File: src/hw/tap_prog_params.svh
// Constants for the test-port programming block.
`ifndef TAP_PROG_PARAMS_SVH
`define TAP_PROG_PARAMS_SVH
`define IR_W 4
`define OP_RESET_CHAIN 4'hc
`define OP_UNLOCK 4'h4
`define OP_COMMAND 4'h5
`define OP_PAGE_FILL 4'h6
`define OP_PAGE_CAPTURE 4'h7
`define OP_BYPASS 4'hf
`define UNLOCK_W 16
`define UNLOCK_SIGNATURE 16'ha370
`define CMD_W 15
`define BYTE_W 8
`define PORT_DISABLE_CLR_CLOCKS 2'h2
`define PAGE_WRITE_TCK 4'hb
`define RESET_TIMEOUT_CYCLES 16'h0040
`define TCK_HALF_DIV 8'h05
`endif

File: src/hw/tap_prog_pkg.sv
// Types shared by both ends of the test-port programming link.
package tap_prog_pkg;
    // Test controller states, gray-coded along the usual scan path.
    typedef enum logic [3:0] {
        st_reset = 4'h0, st_idle = 4'h1, st_sel_dr = 4'h3, st_cap_dr = 4'h2,
        st_sh_dr = 4'h6, st_ex1_dr = 4'h7, st_pause_dr = 4'h5, st_ex2_dr = 4'h4,
        st_upd_dr = 4'hc, st_sel_ir = 4'hd, st_cap_ir = 4'hf, st_sh_ir = 4'he,
        st_ex1_ir = 4'ha, st_pause_ir = 4'hb, st_ex2_ir = 4'h9, st_upd_ir = 4'h8
    } tap_state_e;
    // Programmer phases.
    typedef enum logic [2:0] {
        hp_idle = 3'h0, hp_load = 3'h1, hp_low = 3'h3, hp_high = 3'h2, hp_done = 3'h6
    } host_phase_e;
endpackage

File: src/hw/tap_link_if.sv
// Four-wire test-port link between programmer and device.
`timescale 1ns/10ps
`default_nettype none
interface tap_link_if;
    logic tck;
    logic tms;
    logic tdi;
    logic tdo;
    logic tdo_oe_n;
    modport programmer (output tck, output tms, output tdi, input tdo);
    modport device (input tck, input tms, input tdi, output tdo, output tdo_oe_n);
endinterface
`default_nettype wire

File: src/hw/tap_prog_device.sv
// Device end: test controller with programming data registers.
`timescale 1ns/10ps
`default_nettype none
`include "tap_prog_params.svh"
// ============================================================
// Overview of operation
// - Programmer uses only four test pins
// - Port usable when fuse set, disable clear
// - Reset low clears disable after two clocks
// - All shift registers shift LSB first
// - Instruction register is four bits wide
// - Run-Test/Idle makes execution clocks, idles
// - Opcode c selects one-bit reset chain
// - Chain one holds device in reset
// - Reset persists for time-out after release
// - Opcode 4 unlock register, compare on update
// - Signature a370, unlock cleared at power-on
// - Programmer clears unlock when leaving; host here leaves it set
// - Opcode 5 command register captures result
// - Command shifts, applies, each idle clock executes
// - Opcode 6 byte register is command low
// - Fill update starts buffer write, 11 ticks
// - Fill alternates low then high bytes
// - Fill pre-increments address except first
// - Opcode 7 captures page bytes low first
// - Capture post-increments after every high byte
// - Programmer resets part before unlocking
// - Programmer keeps test clock below maximum
module tap_prog_device #(
    parameter int ADDR_W = 6,
    parameter logic [15:0] RESET_TIMEOUT = `RESET_TIMEOUT_CYCLES
) (
    // Clock and reset.
    input wire logic clock,
    input wire logic rstn,
    // Test link.
    tap_link_if.device link,
    // Chip side.
    input wire logic port_enable_fuse,
    input wire logic ext_reset_n,
    input wire logic disable_set,
    output logic test_port_disable_bit,
    output logic chip_reset,
    output logic prog_mode,
    output logic [`CMD_W-1:0] flash_cmd,
    output logic flash_cmd_strobe,
    output logic exec_clock,
    output logic [ADDR_W-1:0] word_addr,
    output logic buf_we,
    output logic buf_high,
    output logic [`BYTE_W-1:0] buf_data,
    input wire logic [`CMD_W-1:0] cmd_result,
    input wire logic [2*`BYTE_W-1:0] flash_word
);
    import tap_prog_pkg::*;
    initial begin
        if (ADDR_W < 1 || ADDR_W > 16) $error("ADDR_W out of range");
    end
    typedef struct packed {
        logic [2:0] tck_s, tms_s, tdi_s;
        tap_state_e st;
        logic [`IR_W-1:0] ir_sh, ir;
        logic rst_chain;
        logic [`UNLOCK_W-1:0] unlock;
        logic [`CMD_W-1:0] cmd;
        logic bypass;
        logic tdo;
        logic tdo_oe_n;
        logic dis;
        logic [1:0] dis_cnt;
        logic [15:0] to_cnt;
        logic prog;
        logic [`CMD_W-1:0] fcmd;
        logic fstb, exe;
        logic [ADDR_W-1:0] addr;
        logic fill_high, fill_first, cap_high;
        logic [3:0] wr_cnt;
        logic [`BYTE_W-1:0] tmp;
        logic tmp_high, we;
    } dev_s;
    dev_s s_r, s_nxt;
    logic rise, fall, port_on;
    // Synchroniser stages 0 and 1; edges read only stages 1 and 2.
    assign rise = s_r.tck_s[1] && !s_r.tck_s[2];
    assign fall = !s_r.tck_s[1] && s_r.tck_s[2];
    assign port_on = port_enable_fuse && !s_r.dis;
    // ============================================================
    // Next-state logic.
    always_comb begin
        s_nxt = s_r;
        s_nxt.tck_s = {s_r.tck_s[1:0], link.tck};
        s_nxt.tms_s = {s_r.tms_s[1:0], link.tms};
        s_nxt.tdi_s = {s_r.tdi_s[1:0], link.tdi};
        s_nxt.fstb = 1'b0;
        s_nxt.exe = 1'b0;
        s_nxt.we = 1'b0;
        if (disable_set) begin
            s_nxt.dis = 1'b1;
            s_nxt.dis_cnt = '0;
        end else if (s_r.dis && !ext_reset_n) begin
            s_nxt.dis_cnt = s_r.dis_cnt + 2'h1;
            if (s_nxt.dis_cnt == `PORT_DISABLE_CLR_CLOCKS) s_nxt.dis = 1'b0;
        end else begin
            s_nxt.dis_cnt = '0;
        end
        if (s_r.rst_chain) s_nxt.to_cnt = RESET_TIMEOUT;
        else if (s_r.to_cnt != '0) s_nxt.to_cnt = s_r.to_cnt - 16'h1;
        // Buffer write completes a fixed number of test clocks after update.
        // delayed write
        if (rise && s_r.wr_cnt != '0) begin
            s_nxt.wr_cnt = s_r.wr_cnt - 4'h1;
            if (s_r.wr_cnt == 4'h1) s_nxt.we = 1'b1;
        end
        if (!port_on) begin
            s_nxt.st = st_reset;
        end else if (rise) begin
            // Data shifts on rising edges, LSB first.
            unique case (s_r.st)
                // reset chain capture leaves controller alone
                st_cap_dr: begin
                    if (s_r.ir == `OP_COMMAND) s_nxt.cmd = cmd_result;
                    if (s_r.ir == `OP_PAGE_CAPTURE) begin
                        s_nxt.cmd[`BYTE_W-1:0] = s_r.cap_high ?
                            flash_word[2*`BYTE_W-1:`BYTE_W] : flash_word[`BYTE_W-1:0];
                        s_nxt.cap_high = !s_r.cap_high;
                        if (s_r.cap_high) s_nxt.addr = s_r.addr + 1'b1;
                    end
                    s_nxt.bypass = 1'b0;
                end
                st_sh_dr: begin
                    unique case (s_r.ir)
                        `OP_RESET_CHAIN: s_nxt.rst_chain = s_r.tdi_s[2];
                        `OP_UNLOCK: s_nxt.unlock = {s_r.tdi_s[2], s_r.unlock[`UNLOCK_W-1:1]};
                        `OP_COMMAND: s_nxt.cmd = {s_r.tdi_s[2], s_r.cmd[`CMD_W-1:1]};
                        // byte register is command low bits
                        `OP_PAGE_FILL, `OP_PAGE_CAPTURE:
                            s_nxt.cmd[`BYTE_W-1:0] = {s_r.tdi_s[2], s_r.cmd[`BYTE_W-1:1]};
                        default: s_nxt.bypass = s_r.tdi_s[2];
                    endcase
                end
                st_upd_dr: begin
                    if (s_r.ir == `OP_UNLOCK) s_nxt.prog = s_r.unlock == `UNLOCK_SIGNATURE;
                    if (s_r.ir == `OP_COMMAND) begin
                        s_nxt.fcmd = s_r.cmd;
                        s_nxt.fstb = 1'b1;
                    end
                    if (s_r.ir == `OP_PAGE_FILL) begin
                        s_nxt.tmp = s_r.cmd[`BYTE_W-1:0];
                        s_nxt.tmp_high = s_r.fill_high;
                        s_nxt.fill_high = !s_r.fill_high;
                        if (!s_r.fill_high && !s_r.fill_first) s_nxt.addr = s_r.addr + 1'b1;
                        s_nxt.fill_first = 1'b0;
                        s_nxt.wr_cnt = `PAGE_WRITE_TCK;
                    end
                end
                st_sh_ir: s_nxt.ir_sh = {s_r.tdi_s[2], s_r.ir_sh[`IR_W-1:1]};
                st_upd_ir: begin
                    s_nxt.ir = s_r.ir_sh;
                    s_nxt.fill_high = 1'b0;
                    s_nxt.fill_first = 1'b1;
                    s_nxt.cap_high = 1'b0;
                end
                st_cap_ir: s_nxt.ir_sh = 4'h1;
                st_idle: if (s_r.ir == `OP_COMMAND) s_nxt.exe = 1'b1;
                st_reset: s_nxt.ir = `OP_BYPASS;
                default: ;
            endcase
            unique case (s_r.st)
                st_reset: s_nxt.st = s_r.tms_s[2] ? st_reset : st_idle;
                st_idle: s_nxt.st = s_r.tms_s[2] ? st_sel_dr : st_idle;
                st_sel_dr: s_nxt.st = s_r.tms_s[2] ? st_sel_ir : st_cap_dr;
                st_cap_dr: s_nxt.st = s_r.tms_s[2] ? st_ex1_dr : st_sh_dr;
                st_sh_dr: s_nxt.st = s_r.tms_s[2] ? st_ex1_dr : st_sh_dr;
                st_ex1_dr: s_nxt.st = s_r.tms_s[2] ? st_upd_dr : st_pause_dr;
                st_pause_dr: s_nxt.st = s_r.tms_s[2] ? st_ex2_dr : st_pause_dr;
                st_ex2_dr: s_nxt.st = s_r.tms_s[2] ? st_upd_dr : st_sh_dr;
                st_upd_dr: s_nxt.st = s_r.tms_s[2] ? st_sel_dr : st_idle;
                st_sel_ir: s_nxt.st = s_r.tms_s[2] ? st_reset : st_cap_ir;
                st_cap_ir: s_nxt.st = s_r.tms_s[2] ? st_ex1_ir : st_sh_ir;
                st_sh_ir: s_nxt.st = s_r.tms_s[2] ? st_ex1_ir : st_sh_ir;
                st_ex1_ir: s_nxt.st = s_r.tms_s[2] ? st_upd_ir : st_pause_ir;
                st_pause_ir: s_nxt.st = s_r.tms_s[2] ? st_ex2_ir : st_pause_ir;
                st_ex2_ir: s_nxt.st = s_r.tms_s[2] ? st_upd_ir : st_sh_ir;
                st_upd_ir: s_nxt.st = s_r.tms_s[2] ? st_sel_dr : st_idle;
                default: s_nxt.st = st_reset;
            endcase
        end else if (fall) begin
            // Output changes on the falling edge, from the register's bit 0.
            s_nxt.tdo_oe_n = !(s_r.st == st_sh_dr || s_r.st == st_sh_ir);
            if (s_r.st == st_sh_ir) s_nxt.tdo = s_r.ir_sh[0];
            else unique case (s_r.ir)
                `OP_RESET_CHAIN: s_nxt.tdo = s_r.rst_chain;
                `OP_UNLOCK: s_nxt.tdo = s_r.unlock[0];
                `OP_COMMAND, `OP_PAGE_FILL, `OP_PAGE_CAPTURE: s_nxt.tdo = s_r.cmd[0];
                default: s_nxt.tdo = s_r.bypass;
            endcase
        end
    end
    // ============================================================
    // State register; the unlock register clears only at power-on reset.
    always_ff @(posedge clock) begin
        if (!rstn) begin
            s_r <= '0;
            s_r.st <= st_reset;
            s_r.ir <= `OP_BYPASS;
            s_r.tdo_oe_n <= 1'b1;
        end else begin
            s_r <= s_nxt;
        end
    end
    assign chip_reset = s_r.rst_chain || s_r.to_cnt != '0 || !ext_reset_n;
    assign link.tdo = s_r.tdo;
    assign link.tdo_oe_n = s_r.tdo_oe_n;
    assign test_port_disable_bit = s_r.dis;
    assign prog_mode = s_r.prog;
    assign flash_cmd = s_r.fcmd;
    assign flash_cmd_strobe = s_r.fstb;
    assign exec_clock = s_r.exe;
    assign word_addr = s_r.addr;
    assign buf_we = s_r.we;
    assign buf_high = s_r.tmp_high;
    assign buf_data = s_r.tmp;
endmodule // tap_prog_device
`default_nettype wire

File: src/flat_wrapper.sv
// flat-port wrapper written by rule: the top's interface ports become plain ports
module tap_prog_device_flat import tap_prog_pkg::*;
#(
    parameter int ADDR_W = 6,
    parameter logic [15:0] RESET_TIMEOUT = `RESET_TIMEOUT_CYCLES
)
  (clock, rstn, port_enable_fuse, ext_reset_n, disable_set, test_port_disable_bit, chip_reset, prog_mode, flash_cmd, flash_cmd_strobe, exec_clock, word_addr, buf_we, buf_high, buf_data, cmd_result, flash_word, link_tck, link_tms, link_tdi, link_tdo, link_tdo_oe_n);
  tap_link_if link_i ();
  input wire logic clock;
  input wire logic rstn;
  input wire logic port_enable_fuse;
  input wire logic ext_reset_n;
  input wire logic disable_set;
  output logic test_port_disable_bit;
  output logic chip_reset;
  output logic prog_mode;
  output logic [`CMD_W-1:0] flash_cmd;
  output logic flash_cmd_strobe;
  output logic exec_clock;
  output logic [ADDR_W-1:0] word_addr;
  output logic buf_we;
  output logic buf_high;
  output logic [`BYTE_W-1:0] buf_data;
  input wire logic [`CMD_W-1:0] cmd_result;
  input wire logic [2*`BYTE_W-1:0] flash_word;
  input wire logic [$bits(link_i.tck)-1:0] link_tck;
  input wire logic [$bits(link_i.tms)-1:0] link_tms;
  input wire logic [$bits(link_i.tdi)-1:0] link_tdi;
  output wire logic [$bits(link_i.tdo)-1:0] link_tdo;
  output wire logic [$bits(link_i.tdo_oe_n)-1:0] link_tdo_oe_n;
  assign link_i.tck = link_tck;
  assign link_i.tms = link_tms;
  assign link_i.tdi = link_tdi;
  assign link_tdo = link_i.tdo;
  assign link_tdo_oe_n = link_i.tdo_oe_n;
  tap_prog_device #(.ADDR_W(ADDR_W), .RESET_TIMEOUT(RESET_TIMEOUT)) u_core (.clock(clock), .rstn(rstn), .link(link_i), .port_enable_fuse(port_enable_fuse), .ext_reset_n(ext_reset_n), .disable_set(disable_set), .test_port_disable_bit(test_port_disable_bit), .chip_reset(chip_reset), .prog_mode(prog_mode), .flash_cmd(flash_cmd), .flash_cmd_strobe(flash_cmd_strobe), .exec_clock(exec_clock), .word_addr(word_addr), .buf_we(buf_we), .buf_high(buf_high), .buf_data(buf_data), .cmd_result(cmd_result), .flash_word(flash_word));
endmodule
File: config.mk
export PLATFORM = sky130hd
export DESIGN_NAME = tap_prog_device_flat
export DESIGN_NICKNAME = d
export VERILOG_FILES = /design/src/hw/tap_prog_pkg.sv /design/src/hw/tap_link_if.sv /design/src/hw/tap_prog_device.sv /design/src/flat_wrapper.sv
export VERILOG_INCLUDE_DIRS = /design/src /design/src/hw
export SDC_FILE = /design/constraint.sdc
export NUM_CORES = 1
export LEC_CHECK = 0
export ABC_CLOCK_PERIOD_IN_PS = 2200
export BUFFER_PORTS_ARGS = -buffer_cell sky130_fd_sc_hd__buf_2
export CORE_MARGIN = 2
export CORE_UTILIZATION = 35
export DETAILED_ROUTE_END_ITERATION = 6
export PLACE_DENSITY = 0.56
export SLEW_MARGIN = 20
export SYNTH_ARGS = -nofsm -noshare
export SYNTH_HDL_FRONTEND = slang
export SYNTH_SLANG_ARGS = --single-unit
File: constraint.sdc
create_clock -name clock -period 2.2 [get_ports clock]
set_clock_uncertainty 0.15 [all_clocks]
set_input_delay 0.11 -clock clock [delete_from_list [all_inputs] [get_ports clock]]
set_output_delay 0.11 -clock clock [all_outputs]
set_load 0.005 [all_outputs]
==> impl_results.md <==
* Initial drt markers at 297
* Final hold violations at 0
* Gpl congestion at 0.830
* Final setup violation count at 0
* Detailed Place HPWL at 9630 µm
* Seq/Total Area, Yosys at 41.4%
* CORE AREA at 15800 µm²
* Clk slew on worst S/H paths at 0.06 ns
* PortBufs at 76
* Hold/Removal Path Class: input port to register
* Number of diodes at 0
* Clk_lat worst skew at 0.42 ns
* Final Power at 6750 µW
* Peak supply drop at 0.536 mV
* First-pass GRT wire length at 22600 µm
* Largest net degree at the start of global routing at 65
* Worst hold path depth at 5
* P per Cell Area at 968 nW/µm²
* Post-Syn Instances at 658
* Cell Rows at 46
* Share of cells above drive strength 1 at 22.2%
* Period utilization at 98.7%
* Die ar. at 17100 µm²
* Clk root buf: clkbuf_16
* Grt ovf at 0
* Initial Util at 35.6%
* Element type at the critical path end: primary output
* Vias per cell at 5.01
* Synthesized area at 5610 µm²
* # IOs at 77
* DRC viols at 0
* H-tree depth at 4
* Synth warn at 0
* Max-Cap Viols at 0
* Startpoint types: register
* Leak pwr at 0.00288 µW
* Slew HR at 55.1%
* Router iterations before antenna repair at 4
* Vias in the first global route at 4567
* RSZ-0062 raised after global routing: yes
* GRT Util Overall at 16.9%
* Number of buffers created by CTS at 17
* Mapped Nets at 702
* Final #Nets at 780
* Post-synth cell types at 67
* Final WL at 13900 µm
* Chip width at 131 µm
* DR vias at 4833
* Worst Tran Pin Value at 0.665 ns
* Max clock buf depth at 2
* Post-route ant nets at 0
* Post-route setup slack at 0.0295 ns
* Initial antenna violation count at 0
* Area growth from synthesis to final layout at 24.4%
* Arr. time, crit path at 1.91 ns
* Main synth FF type: dfxtp_1
* Asr flop ratio synth at 0%
* Pre-CTS WS at 0.117 ns
* Clock sinks at 116
* Routed wire per std cell at 14.4 µm
* Crit Path Class: register to primary output
* Clock period minus worst slack at 2.17 ns
* EDFF count, synth at 0
* FMAX at 0.461 GHz
* FF-to-FF path depth at 7
* Slew Viols, Final at 0
* Outcome: finished, final reports clean
* CP max FO at 4
* Chip height at 131 µm
* Post-Syn Area per Cell at 8.52 µm²
* Worst EP required at 1.94 ns
* Synthesized flop and latch total at 116
* CTS tree: built
-- flip-flops by register name, indices dropped and copies added, names as in the netlist, 6 cells and up --
register          count
u_core.buf_data       8
u_core.flash_cmd     15
u_core.s_nxt          6
u_core.s_r           73
u_core.word_addr      6
-- through the flow --
step / setup TNS (ns) / cell area (µm²) / hold slack (ns) / std cells / utilization [%]
final: 0 / 6980 / 0.0252 / 965 / 44.2
after global routing: -0.0571 / 6980 / 0.0412 / 965 / 44.2
after CTS: 0 / 6960 / 0.0136 / 964 / 44.1
after detailed placement: 0 / 6090 / 0.171 / 907 / 38.6
after global placement: 0 / 6090 / 0.172 / 907 / 38.6
after floorplan: 0 / 5610 / 0.0774 / 658 / -
-- logic make-up (layout without fill, tap and decap cells) --
group,after synthesis,in the layout,synth area share [%]
fa+ha+maj,5,5,1.12
simple gates,268,268,25.2
flops,116,116,41.4
buf+inv,87,178,8.23
compound gates,131,131,14.9
xor+xnor,4,4,0.625
mux,47,47,8.46
-- critical path, cell delays in order, from the launching register on --
cell and delay (ns):
dfxtp_4 0.35, or4_4 0.54, nor4_4 0.24, buf_4 0.15
nand4b_1 0.08, buf_2 0.14
-- Yosys cell counts (all sizes together), types with 9 or more instances --
master | count | area, µm²
a211oi | 9 | 67.6
a21oi | 44 | 220
a31oi | 13 | 81.3
and2 | 12 | 75.1
buf | 44 | 300
clkbuf | 30 | 113
dfxtp | 116 | 2320
inv | 13 | 48.8
mux2i | 44 | 440
nand2 | 90 | 338
nand2b | 13 | 81.3
nand3 | 16 | 80.1
nand4 | 11 | 68.8
nor2 | 58 | 220
o21ai | 25 | 125
-- layer usage --
metal | GRT usage (%) | up-vias | wire length, µm
li1 | - | 2470 | -
met1 | 21.1 | 2280 | 6310
met2 | 27.4 | 67 | 6910
met3 | 4.85 | 16 | 437
met4 | 6.95 | 0 | 262
met5 | 0 | - | 0
-- worst paths after layout --
kind,slack (ns),endpoint,from
max,0.03,chip_reset,u_core.s_r[48]$_SDFFE_PP0P_
min,0.03,u_core.s_r[68]$_SDFFE_PN0P_,flash_word[5]
max reg2reg,0.11,u_core.s_r[45]$_SDFFE_PP0P_,u_core.s_r[41]$_SDFFE_PP0P_
min reg2reg,0.27,u_core.s_r[112]$_SDFF_PN0_,u_core.s_nxt[112]$_SDFF_PN0_
-- placed cells by master, fill, tap and decap left out, drive strengths merged, types with 5 or more instances in the layout --
master,instances
buf,111
nor2,58
a211oi,9
nor2b,7
dfxtp,116
nand2b,13
a21oi,44
ha,5
o21ai,25
a311oi,8
inv,14
nor3,8
nand4,11
nor4,7
nand3,16
a31oi,13
dlygate4sd3,22
o211ai,7
or4,5
or2,5
mux2i,44
nand2,90
and3,5
and2,12
clkbuf,21
-- repair_timing --
item | 4_1_cts | 5_1_grt
resized for setup | 2 | 2
hold buffers | 22 | 0
gates cloned | 0 | 0
endpoints found under the setup margin | 1 | 4
hold endpoints to repair | 27 | 0
buffers inserted | 3 | 1
pin swaps | 3 | 3
-- power by group --
group / total (µW) / internal [µW] / switching [µW]
clock: 2870 / 1870 / 1000
combinational: 1490 / 673 / 815
sequential: 2390 / 2250 / 146
-- cell type report --
type,count,area (µm²)
clock buffer,21,470
clock inverter,11,149
fill,1575,8790
inverter,13,48.8
multi-input combinational,455,2850
sequential,116,2330
tap,216,270
timing repair buffer,133,863
Note: power is estimated with default switching activity, not from simulation.
